`config.mk`:
```
export PLATFORM = sky130hd
export DESIGN_NAME = rtca_core
export DESIGN_NICKNAME = d
export VERILOG_FILES = /design/src/core/rtca_pkg.sv /design/src/core/rtca_core.sv
export SDC_FILE = /design/constraint.sdc
export NUM_CORES = 1
export LEC_CHECK = 0
export BUFFER_PORTS_ARGS = -buffer_cell sky130_fd_sc_hd__buf_2
export CAP_MARGIN = 20
export CORE_MARGIN = 2
export CORE_UTILIZATION = 47
export CTS_CLUSTER_DIAMETER = 50
export CTS_CLUSTER_SIZE = 28
export DETAILED_ROUTE_END_ITERATION = 10
export HOLD_SLACK_MARGIN = 0.06
export PLACE_DENSITY_LB_ADDON = 0.05
export SLEW_MARGIN = 20
export SYNTH_ARGS = -nofsm -noshare
export SYNTH_HDL_FRONTEND = slang
export SYNTH_SLANG_ARGS = --single-unit
```
`constraint.sdc`:
```
create_clock -name pclk -period 2.9 [get_ports pclk]
set_input_delay 0 -clock pclk [delete_from_list [all_inputs] [get_ports pclk]]
set_output_delay 0 -clock pclk [all_outputs]
set_load 0.01 [all_outputs]
```
`src/core/rtca_pkg.sv`:
```
//////////////////////////////////////////////////////////////////////////////
// Overview of operation
// - prescaler divides slow reference down to one per-second tick shared by clock counters and watchdog
// - ref_freq_select set picks the higher-crystal divisor; clear picks the lower one
// - prescaler taps give a per-second event and eight periodic rate events
// - seconds and minutes six bits, hours five bits, day nine bits
// - seconds step each tick; each higher counter steps on rollover below it
// - time counters readable at any moment without disturbing counting
// - written values never range checked; out-of-range value clears on next increment
// - seconds or minutes at 59 clear to 00, carry, raise rollover event
// - hours at 23 clear to 00 on minute carry, advance day, raise day event
// - alarm holds seconds, minutes, hours in one register, day in another
// - match of time and alarm sets match flag; interrupt only if enabled
// - enabled alarm fires again on every later match until changed or disabled
// - fifteen event sources merge onto three interrupt outputs
// - every event source has its own bit in the interrupt enable register
// - clock events feed rtc line, rate events real-time line, watchdog its own
// - watchdog can drive a system reset output
// - clock counters gated by enable bit set at reset; watchdog separately enabled and keeps prescaler and rates running
// - slow reference keeps counting in every reduced-power mode
// - time register has hours 28..24, minutes 21..16, seconds 5..0, rest zero
// - writing time or day registers replaces counters at once; counting continues
//////////////////////////////////////////////////////////////////////////////
package rtca_pkg;

   // register byte addresses
   localparam logic [7:0] ADDR_TIME      = 8'h00;
   localparam logic [7:0] ADDR_MATCH     = 8'h04;
   localparam logic [7:0] ADDR_WDOG      = 8'h08;
   localparam logic [7:0] ADDR_CTRL      = 8'h0c;
   localparam logic [7:0] ADDR_STATUS    = 8'h10;
   localparam logic [7:0] ADDR_IRQ_EN    = 8'h14;
   localparam logic [7:0] ADDR_STOPW     = 8'h18;
   localparam logic [7:0] ADDR_DAY       = 8'h1c;
   localparam logic [7:0] ADDR_MATCH_DAY = 8'h20;

   // control register bits
   localparam int CTRL_RTC_EN   = 7;
   localparam int CTRL_REF_FREQ = 5;
   localparam int CTRL_DAY_CMP  = 0;

   // watchdog register bits
   localparam int WDOG_EN       = 0;
   localparam int WDOG_IRQ_MODE = 1;
   localparam int WDOG_CNT_LO   = 8;

   // status and enable bit positions
   localparam int EV_SW   = 0;
   localparam int EV_MIN  = 1;
   localparam int EV_ALM  = 2;
   localparam int EV_DAY  = 3;
   localparam int EV_SEC  = 4;
   localparam int EV_HR   = 5;
   localparam int EV_WDOG = 7;
   localparam int EV_RTE0 = 8;
   localparam int N_RATES = 8;
   localparam int EV_W    = 16;

   localparam logic [EV_W-1:0] MASK_RTC  = 16'h003f;
   localparam logic [EV_W-1:0] MASK_WDOG = 16'h0080;
   localparam logic [EV_W-1:0] MASK_RT   = 16'hff00;

   // counter limits and field layout
   localparam logic [5:0] SEC_MAX     = 6'h3b;
   localparam logic [5:0] MIN_MAX     = 6'h3b;
   localparam logic [5:0] HOUR_MAX    = 6'h17;
   localparam logic [5:0] STOPW_EXPD  = 6'h3f;
   localparam logic [1:0] WDOG_LIMIT  = 2'h2;
   localparam int         HOUR_LO     = 24;
   localparam int         MIN_LO      = 16;
   localparam int         SEC_LO      = 0;
   localparam int         DAY_W       = 9;

   // prescaler divisors in reference cycles per second
   localparam int DIV_LOW_REF  = 32768;
   localparam int DIV_HIGH_REF = 38400;
   localparam int PRESC_W      = 16;
   localparam int RATE_TAP0    = 7;

   typedef struct packed {
      logic [4:0] hours;
      logic [5:0] minutes;
      logic [5:0] seconds;
   } rtca_tod_t;

   typedef struct packed {
      logic [5:0] value;
      logic       carry;
   } rtca_step_t;

endpackage

```
`src/core/rtca_core.sv`:
```
// The register offsets and the APB slave port are this design's own decisions.
module rtca_core
   import rtca_pkg::*;
#(
   parameter int DIV_LOW  = DIV_LOW_REF,
   parameter int DIV_HIGH = DIV_HIGH_REF
) (
   input  wire logic        pclk,
   input  wire logic        presetn,
   input  wire logic        psel,
   input  wire logic        penable,
   input  wire logic        pwrite,
   input  wire logic [7:0]  paddr,
   input  wire logic [31:0] pwdata,
   output logic      [31:0] prdata,
   output logic             pready,
   output logic             pslverr,
   input  wire logic        slow_ref_clock,
   output logic             irq_wdog,
   output logic             irq_rt,
   output logic             irq_rtc,
   output logic             wdog_reset
);

   //////////////////////////////////////////////////////////////////////////
   // functions

   // one increment of a bounded counter
   function automatic rtca_step_t step(input logic [5:0] v, input logic [5:0] lim);
      rtca_step_t s;
      s.value = v + 6'h01;
      s.carry = 1'b0;
      if (v == lim) begin
         s.value = 6'h00;
         s.carry = 1'b1;
      end else if (v > lim) begin
         s.value = 6'h00;
      end
      return s;
   endfunction

   // address decode
   function automatic logic mapped(input logic [7:0] a);
      return a == ADDR_TIME || a == ADDR_MATCH || a == ADDR_WDOG || a == ADDR_CTRL ||
             a == ADDR_STATUS || a == ADDR_IRQ_EN || a == ADDR_STOPW || a == ADDR_DAY ||
             a == ADDR_MATCH_DAY;
   endfunction

   //////////////////////////////////////////////////////////////////////////
   // declarations

   localparam logic [PRESC_W-1:0] DIV_LOW_M1  = PRESC_W'(DIV_LOW - 1);
   localparam logic [PRESC_W-1:0] DIV_HIGH_M1 = PRESC_W'(DIV_HIGH - 1);

   logic               ref_q;
   logic               ref_prev;
   logic               ref_edge;
   logic [PRESC_W-1:0] presc;
   logic [PRESC_W-1:0] rate_cnt;
   logic               per_second_tick;
   logic               presc_run;
   logic [7:0]         rtc_control_reg;
   rtca_tod_t          wall_clock_counters;
   logic [DAY_W-1:0]   day_count;
   rtca_tod_t          match_time;
   logic [DAY_W-1:0]   match_day_field;
   logic [EV_W-1:0]    rtc_irq_status_reg;
   logic [EV_W-1:0]    rtc_irq_enable_reg;
   logic [EV_W-1:0]    events;
   logic [5:0]         stopw;
   logic               wdog_en;
   logic               wdog_irq_mode;
   logic [1:0]         wdog_cnt;
   logic               wdog_expire;
   logic               match_now;
   logic               match_prev;
   logic               wr;
   rtca_step_t         sec_s;
   rtca_step_t         min_s;
   rtca_step_t         hour_s;
   logic               min_tick;
   logic               hour_tick;
   logic               day_tick;
   logic [N_RATES-1:0] rate_ev;
   logic [31:0]        next_prdata;

   assign wr = psel && penable && pready && pwrite;

   //////////////////////////////////////////////////////////////////////////
   // reference edge detection; reference runs in every power mode
   always_ff @(posedge pclk or negedge presetn) begin
      if (!presetn) begin
         ref_q    <= 1'b0;
         ref_prev <= 1'b0;
      end else begin
         ref_q    <= slow_ref_clock;
         ref_prev <= ref_q;
      end
   end

   assign ref_edge  = ref_q && !ref_prev;
   assign presc_run = rtc_control_reg[CTRL_RTC_EN] || wdog_en;

   // prescaler down to one tick per second
   always_ff @(posedge pclk or negedge presetn) begin
      if (!presetn) begin
         presc           <= '0;
         per_second_tick <= 1'b0;
      end else begin
         per_second_tick <= 1'b0;
         if (presc_run && ref_edge) begin
            if (presc == (rtc_control_reg[CTRL_REF_FREQ] ? DIV_HIGH_M1 : DIV_LOW_M1)) begin
               presc           <= '0;
               per_second_tick <= 1'b1;
            end else begin
               presc <= presc + 1'b1;
            end
         end
      end
   end

   // free tap counter for the periodic rates
   always_ff @(posedge pclk or negedge presetn) begin
      if (!presetn) begin
         rate_cnt <= '0;
      end else if (presc_run && ref_edge) begin
         rate_cnt <= rate_cnt + 1'b1;
      end
   end

   // rate k fires when the low tap bits are all ones
   always_comb begin
      for (int k = 0; k < N_RATES; k++) begin
         rate_ev[k] = presc_run && ref_edge && (&(rate_cnt | ~((PRESC_W'(1) << (RATE_TAP0 + k)) - 1'b1)));
      end
   end

   //////////////////////////////////////////////////////////////////////////
   // time of day cascade
   assign sec_s     = step(wall_clock_counters.seconds, SEC_MAX);
   assign min_s     = step(wall_clock_counters.minutes, MIN_MAX);
   assign hour_s    = step({1'b0, wall_clock_counters.hours}, HOUR_MAX);
   assign min_tick  = per_second_tick && rtc_control_reg[CTRL_RTC_EN] && sec_s.carry;
   assign hour_tick = min_tick && min_s.carry;
   assign day_tick  = hour_tick && hour_s.carry;

   // counters; a software write overrides a coincident tick
   always_ff @(posedge pclk or negedge presetn) begin
      if (!presetn) begin
         wall_clock_counters <= '0;
      end else if (wr && paddr == ADDR_TIME) begin
         wall_clock_counters.hours   <= pwdata[HOUR_LO +: 5];
         wall_clock_counters.minutes <= pwdata[MIN_LO +: 6];
         wall_clock_counters.seconds <= pwdata[SEC_LO +: 6];
      end else if (per_second_tick && rtc_control_reg[CTRL_RTC_EN]) begin
         wall_clock_counters.seconds <= sec_s.value;
         if (min_tick) begin
            wall_clock_counters.minutes <= min_s.value;
         end
         if (hour_tick) begin
            wall_clock_counters.hours <= hour_s.value[4:0];
         end
      end
   end

   // day counter wraps silently at full count
   always_ff @(posedge pclk or negedge presetn) begin
      if (!presetn) begin
         day_count <= '0;
      end else if (wr && paddr == ADDR_DAY) begin
         day_count <= pwdata[DAY_W-1:0];
      end else if (day_tick) begin
         day_count <= day_count + 1'b1;
      end
   end

   //////////////////////////////////////////////////////////////////////////
   // alarm comparison on rising match
   assign match_now = wall_clock_counters == match_time &&
                      (!rtc_control_reg[CTRL_DAY_CMP] || day_count == match_day_field);

   // counters and alarm both reset to zero, so start as matched: no event out of reset
   always_ff @(posedge pclk or negedge presetn) begin
      if (!presetn) begin
         match_prev <= 1'b1;
      end else begin
         match_prev <= match_now;
      end
   end

   // stopwatch counts minutes down to minus one and stays
   always_ff @(posedge pclk or negedge presetn) begin
      if (!presetn) begin
         stopw <= STOPW_EXPD;
      end else if (wr && paddr == ADDR_STOPW) begin
         stopw <= pwdata[5:0];
      end else if (min_tick && stopw != STOPW_EXPD) begin
         stopw <= stopw - 6'h01;
      end
   end

   // watchdog counts ticks; write restarts it
   always_ff @(posedge pclk or negedge presetn) begin
      if (!presetn) begin
         wdog_en       <= 1'b1;
         wdog_irq_mode <= 1'b0;
         wdog_cnt      <= '0;
      end else if (wr && paddr == ADDR_WDOG) begin
         wdog_en       <= pwdata[WDOG_EN];
         wdog_irq_mode <= pwdata[WDOG_IRQ_MODE];
         wdog_cnt      <= '0;
      end else if (wdog_expire) begin
         wdog_cnt <= '0;
      end else if (per_second_tick && wdog_en) begin
         wdog_cnt <= wdog_cnt + 2'h1;
      end
   end

   assign wdog_expire = wdog_en && wdog_cnt == WDOG_LIMIT;

   // system reset pulse from watchdog
   always_ff @(posedge pclk or negedge presetn) begin
      if (!presetn) begin
         wdog_reset <= 1'b0;
      end else begin
         wdog_reset <= wdog_expire && !wdog_irq_mode;
      end
   end

   //////////////////////////////////////////////////////////////////////////
   // event collection, fifteen sources
   always_comb begin
      events          = '0;
      events[EV_SW]   = min_tick && (stopw == 6'h00 || stopw == STOPW_EXPD);
      events[EV_MIN]  = min_tick;
      events[EV_ALM]  = match_now && !match_prev;
      events[EV_DAY]  = day_tick;
      events[EV_SEC]  = per_second_tick && rtc_control_reg[CTRL_RTC_EN];
      events[EV_HR]   = hour_tick;
      events[EV_WDOG] = wdog_expire && wdog_irq_mode;
      events[EV_RTE0 +: N_RATES] = rate_ev;
   end

   // sticky flags; a new event beats a write-one clear
   always_ff @(posedge pclk or negedge presetn) begin
      if (!presetn) begin
         rtc_irq_status_reg <= '0;
      end else if (wr && paddr == ADDR_STATUS) begin
         rtc_irq_status_reg <= (rtc_irq_status_reg & ~pwdata[EV_W-1:0]) | events;
      end else begin
         rtc_irq_status_reg <= rtc_irq_status_reg | events;
      end
   end

   // three interrupt lines from enabled flags
   always_ff @(posedge pclk or negedge presetn) begin
      if (!presetn) begin
         irq_rtc  <= 1'b0;
         irq_rt   <= 1'b0;
         irq_wdog <= 1'b0;
      end else begin
         irq_rtc  <= |(rtc_irq_status_reg & rtc_irq_enable_reg & MASK_RTC);
         irq_rt   <= |(rtc_irq_status_reg & rtc_irq_enable_reg & MASK_RT);
         irq_wdog <= |(rtc_irq_status_reg & rtc_irq_enable_reg & MASK_WDOG);
      end
   end

   //////////////////////////////////////////////////////////////////////////
   // software registers
   always_ff @(posedge pclk or negedge presetn) begin
      if (!presetn) begin
         rtc_control_reg    <= 8'h80;
         rtc_irq_enable_reg <= '0;
         match_time         <= '0;
         match_day_field    <= '0;
      end else if (wr) begin
         unique case (paddr)
            ADDR_CTRL:      rtc_control_reg    <= pwdata[7:0];
            ADDR_IRQ_EN:    rtc_irq_enable_reg <= pwdata[EV_W-1:0];
            ADDR_MATCH: begin
               match_time.hours   <= pwdata[HOUR_LO +: 5];
               match_time.minutes <= pwdata[MIN_LO +: 6];
               match_time.seconds <= pwdata[SEC_LO +: 6];
            end
            ADDR_MATCH_DAY: match_day_field    <= pwdata[DAY_W-1:0];
            default: ;
         endcase
      end
   end

   // read mux; reads have no side effects on the counters
   always_comb begin
      next_prdata = '0;
      unique case (paddr)
         ADDR_TIME: begin
            next_prdata[HOUR_LO +: 5] = wall_clock_counters.hours;
            next_prdata[MIN_LO +: 6]  = wall_clock_counters.minutes;
            next_prdata[SEC_LO +: 6]  = wall_clock_counters.seconds;
         end
         ADDR_MATCH: begin
            next_prdata[HOUR_LO +: 5] = match_time.hours;
            next_prdata[MIN_LO +: 6]  = match_time.minutes;
            next_prdata[SEC_LO +: 6]  = match_time.seconds;
         end
         ADDR_WDOG: begin
            next_prdata[WDOG_EN]          = wdog_en;
            next_prdata[WDOG_IRQ_MODE]    = wdog_irq_mode;
            next_prdata[WDOG_CNT_LO +: 2] = wdog_cnt;
         end
         ADDR_CTRL:      next_prdata[7:0]       = rtc_control_reg;
         ADDR_STATUS:    next_prdata[EV_W-1:0]  = rtc_irq_status_reg;
         ADDR_IRQ_EN:    next_prdata[EV_W-1:0]  = rtc_irq_enable_reg;
         ADDR_STOPW:     next_prdata[5:0]       = stopw;
         ADDR_DAY:       next_prdata[DAY_W-1:0] = day_count;
         ADDR_MATCH_DAY: next_prdata[DAY_W-1:0] = match_day_field;
         default: ;
      endcase
   end

   // apb answer: ready in the first access cycle
   always_ff @(posedge pclk or negedge presetn) begin
      if (!presetn) begin
         pready  <= 1'b0;
         pslverr <= 1'b0;
         prdata  <= '0;
      end else begin
         pready  <= psel && !penable;
         pslverr <= psel && !penable && !mapped(paddr);
         if (psel && !penable && !pwrite) begin
            prdata <= next_prdata;
         end
      end
   end
endmodule

```
==> impl_metrics.py <==
metrics = {
    "finish": {
        "regMostFlops": "prdata",
        "finalNonFillerCells": 1189,
        "nets": 1002,
        "largest_reg_flops": 27,
        "diodes": 0,
        "layout_common_cells": "160 x dfrtp_1, 102 x nand2_1, 72 x buf_2",
        "syn2layout_area_growth_pct": 17.8,
        "reg_top3": "prdata: 27 flops, match_time: 17 flops, wall_clock_counters: 17 flops",
        "final_common_cell": "dfrtp_1",
        "drive_gt1_frac": 0.204,
    },
    "placed_design": {
        "place_hpwl_mm": 16.9,
        "io_buffers": 73,
        "gp_congestion": 0.976,
        "placed_cells": 1122,
    },
    "min_path": {
        "holdPathStages": 4,
        "min_path_type": "input pin to flip-flop",
        "hp-start": "paddr[0]",
        "worstHoldEndpoint": "prdata[0]$_DFFE_PN0P_",
    },
    "detailed_routing": {
        "wl_met1_mm": 11.3,
        "ant_nets": 0,
        "met2_length_mm": 10.6,
        "drt_pre_antenna_iters": 10,
        "drt-vias-per-instance": 5.84,
        "drtIter0Drc": 547,
        "routed_wl_mm": 23.6,
        "wire_per_inst_um": 19.8,
        "dr.max_layer_used": "met4",
        "num_vias": 6945,
        "drc": 12,
        "wl_met3_mm": 1.24,
    },
    "synthesis": {
        "synth_simple_gate_area_share": 0.174,
        "yosys_warnings": 0,
        "ys_top_cells_by_area": "dfrtp_1 46%, mux2_2 6.2%, nand2_1 4.4%",
        "synth_compound_area_frac": 0.124,
        "syn_area_um2": 8710,
        "synth_top_family_by_area": "simple AND/OR/NAND/NOR gates",
        "synth-seq-cells": 169,
        "synth_edf_count": 0,
        "syn_area_per_cell_um2": 10.3,
        "synthXorXnorAreaFrac": 0.0654,
        "muxShareOfSynthArea": 0.0983,
        "synthCells": 848,
        "yosysUniqueCellTypes": 74,
        "synth_seq_area_share": 0.487,
        "synth_adder_area_share": 0.0141,
        "synth_largest_area_cell": "dfrtp_1",
        "async_reset_ff_frac": 1.00,
        "synth_top_area_frac": 0.460,
        "synth_ff_type": "dfrtp_1",
    },
    "worst_setup_path": {
        "critical_path_class": "flip-flop to flip-flop",
        "worstPathCellList": "ha_1, nand4b_4, or4_4, or3_1, a21o_1, a21oi_1",
        "path_delay_family": "simple AND/OR/NAND/NOR gates",
        "crit_required_ns": 3.25,
        "critical_path_arrival_ns": 2.76,
        "startpoint": "wall_clock_counters[0]$_DFFE_PN0P_",
        "critPathBufInv": 0,
        "rr_worst_depth": 6,
        "rrSetupSlack_ns": 0.49,
        "critPathMaxStageDelay_ns": 0.62,
        "endpoint_kind": "flip-flop",
        "cp_max_fo": 9,
        "cpMaxStageDelayCell": "or4_4",
        "reg2reg_to": "wall_clock_counters[15]$_DFFE_PN0P_",
        "start_kind": "flip-flop",
        "reg2reg_from": "wall_clock_counters[0]$_DFFE_PN0P_",
    },
    "cts": {
        "post_cts_buffers": 0,
        "cts_sinks": 169,
        "holdBufCountCts": 35,
        "insertion_delay_ns": 0.44,
        "htreeDepth": 4,
        "cts_buffer_depth": 2,
        "tritoncts": "done",
        "ctsResizeCount": 0,
        "cts_buffers": 17,
        "root_buffer": "clkbuf_16",
        "clk_pin_slew_ns": 0.07,
    },
    "timing": {
        "skew_ns": 0.00777,
        "grt_setup_unrepaired": "no",
        "fin_crit_ns": 2.41,
        "worst_slew_pin_slew_ns": 0.933,
        "fin_tns_setup_ns": 0,
        "max_freq_mhz": 415,
        "slew_headroom": 0.373,
        "min_period_over_period": 0.830,
        "hold_viol": 0,
        "final_max_slew_viol_count": 0,
        "setup_violations": 0,
    },
    "floorplan": {
        "die_h_um": 140,
        "coreArea_um2": 18100,
        "die_w_um": 140,
        "initial_core_util": 0.481,
        "dieArea_um2": 19600,
        "rows": 49,
        "ioPinCount": 84,
    },
    "power": {
        "power.share.sequential": 0.466,
        "pwr_density_cell_nw_per_um2": 499,
        "peakVddDrop_uv": 412,
        "pwr-share-clk": 0.484,
        "p_sw_mw": 1.16,
        "swShare": 0.226,
        "p_comb_frac": 0.050,
        "p_int_mw": 3.96,
        "leakage_nw": 4.62,
    },
    "run_status": {
        "violations": "DRC",
        "outcome": "finished with violations",
    },
    "grt": {
        "grt_pass1_vias": 6833,
        "antenna_found_initial": 0,
        "gr-usage-all-layers": 0.248,
        "grt_first_pass_wirelength_mm": 37.8,
        "grt_max_degree": 82,
        "overflow": 0,
    },
    "run": {
        "drv_cap": 0,
    },
}
==> worst register-to-register path: cells and delay by family (launching register included) <==
| family | cells | cell delay [ns] |
|---|---|---|
| simple gates | 3 | 1.19 |
| flops | 1 | 0.47 |
| fa+ha+maj | 1 | 0.36 |
| compound gates | 2 | 0.30 |
==> power by group through the flow <==
stage	clock, mW	sequential, mW	combinational (mW)
floorplan	0	2.42	0.0953
finish	2.48	2.38	0.256
CTS	2.52	2.38	0.257
global placement	0	2.42	0.217
detailed placement	0	2.43	0.220
global route	2.62	2.38	0.281
==> cell type report <==
cell class	count	area, um2
clock buffer	19	453
clock inverter	13	190
fill	1599	7830
inverter	9	33.8
multi-input combinational	621	4160
sequential	169	4240
tap	229	287
timing repair buffer	129	892
==> stage by stage <==
stage                     setup WS [ns]   util  instance area, um2  total power, mW  hold WS (ns)
final                             0.492  0.567               10300             5.12         0.121
after global routing              0.345  0.567               10300             5.28         0.135
after CTS                         0.501  0.567               10300             5.16        0.0989
after detailed placement          0.546  0.512                9260             2.65         0.100
after global placement            0.590  0.512                9260             2.64        0.0866
after floorplan                   0.720      -                8720             2.52        -0.296
==> kinds of logic (layout without fill, tap and decap cells) <==
group / count (synthesis) / in the layout
other: 1 / 5
AO/OA/AOI/OAI: 163 / 163
multiplexers: 76 / 76
flip-flops: 169 / 169
buffers and inverters: 62 / 170
adder cells (fa/ha/maj): 10 / 10
AND/OR/NAND/NOR: 302 / 302
XOR/XNOR: 65 / 65
==> worst max-delay path by stage <==
| stage | endpoint | slack (ns) | depth (start not counted) |
|---|---|---|---|
| 2_1_floorplan | wall_clock_counters[15]$_DFFE_PN0P_ | 0.72 | 7 |
| 3_3_place_gp | wall_clock_counters[15]$_DFFE_PN0P_ | 0.59 | 6 |
| 3_5_place_dp | wall_clock_counters[15]$_DFFE_PN0P_ | 0.55 | 6 |
| 4_1_cts | wall_clock_counters[15]$_DFFE_PN0P_ | 0.50 | 6 |
| 5_1_grt | wall_clock_counters[14]$_DFFE_PN0P_ | 0.35 | 6 |
| 6_report | wall_clock_counters[15]$_DFFE_PN0P_ | 0.49 | 6 |
==> routing by layer <==
layer	vias to the layer above	GRT usage
li1	3231	-
met1	3449	0.356
met2	227	0.386
met3	38	0.0403
met4	0	0.0819
met5	-	0
==> cells in the mapped netlist, types with 3 or more instances <==
cell type  count
nor3b_1        3
dfrtp_1      160
and2_1         5
clkbuf_1      24
o31ai_1        5
and4_1         4
a21oi_1       26
a31oi_1        6
a221oi_1       5
or4_1          3
xnor2_1       43
mux2_1         8
and3_1        11
buf_6          3
nand3b_1       5
dfstp_2        9
a211oi_1       3
nand4_1       14
inv_1          9
xor2_1        22
ha_1           9
a22o_1         9
nor2_1        68
nor2b_1        3
nand2_1      102
nor4b_1        3
mux2i_1       18
a21o_1         4
mux2_2        48
buf_2         13
buf_4          9
or3_1          5
nor3_1        20
o2bb2ai_1      3
nand2b_1       5
o22ai_1        3
a22oi_1       28
o21ai_0       49
nand3_1       28
nor4_1         7
a32oi_1        3
No activity file was read; power rests on OpenSTA's default activity.
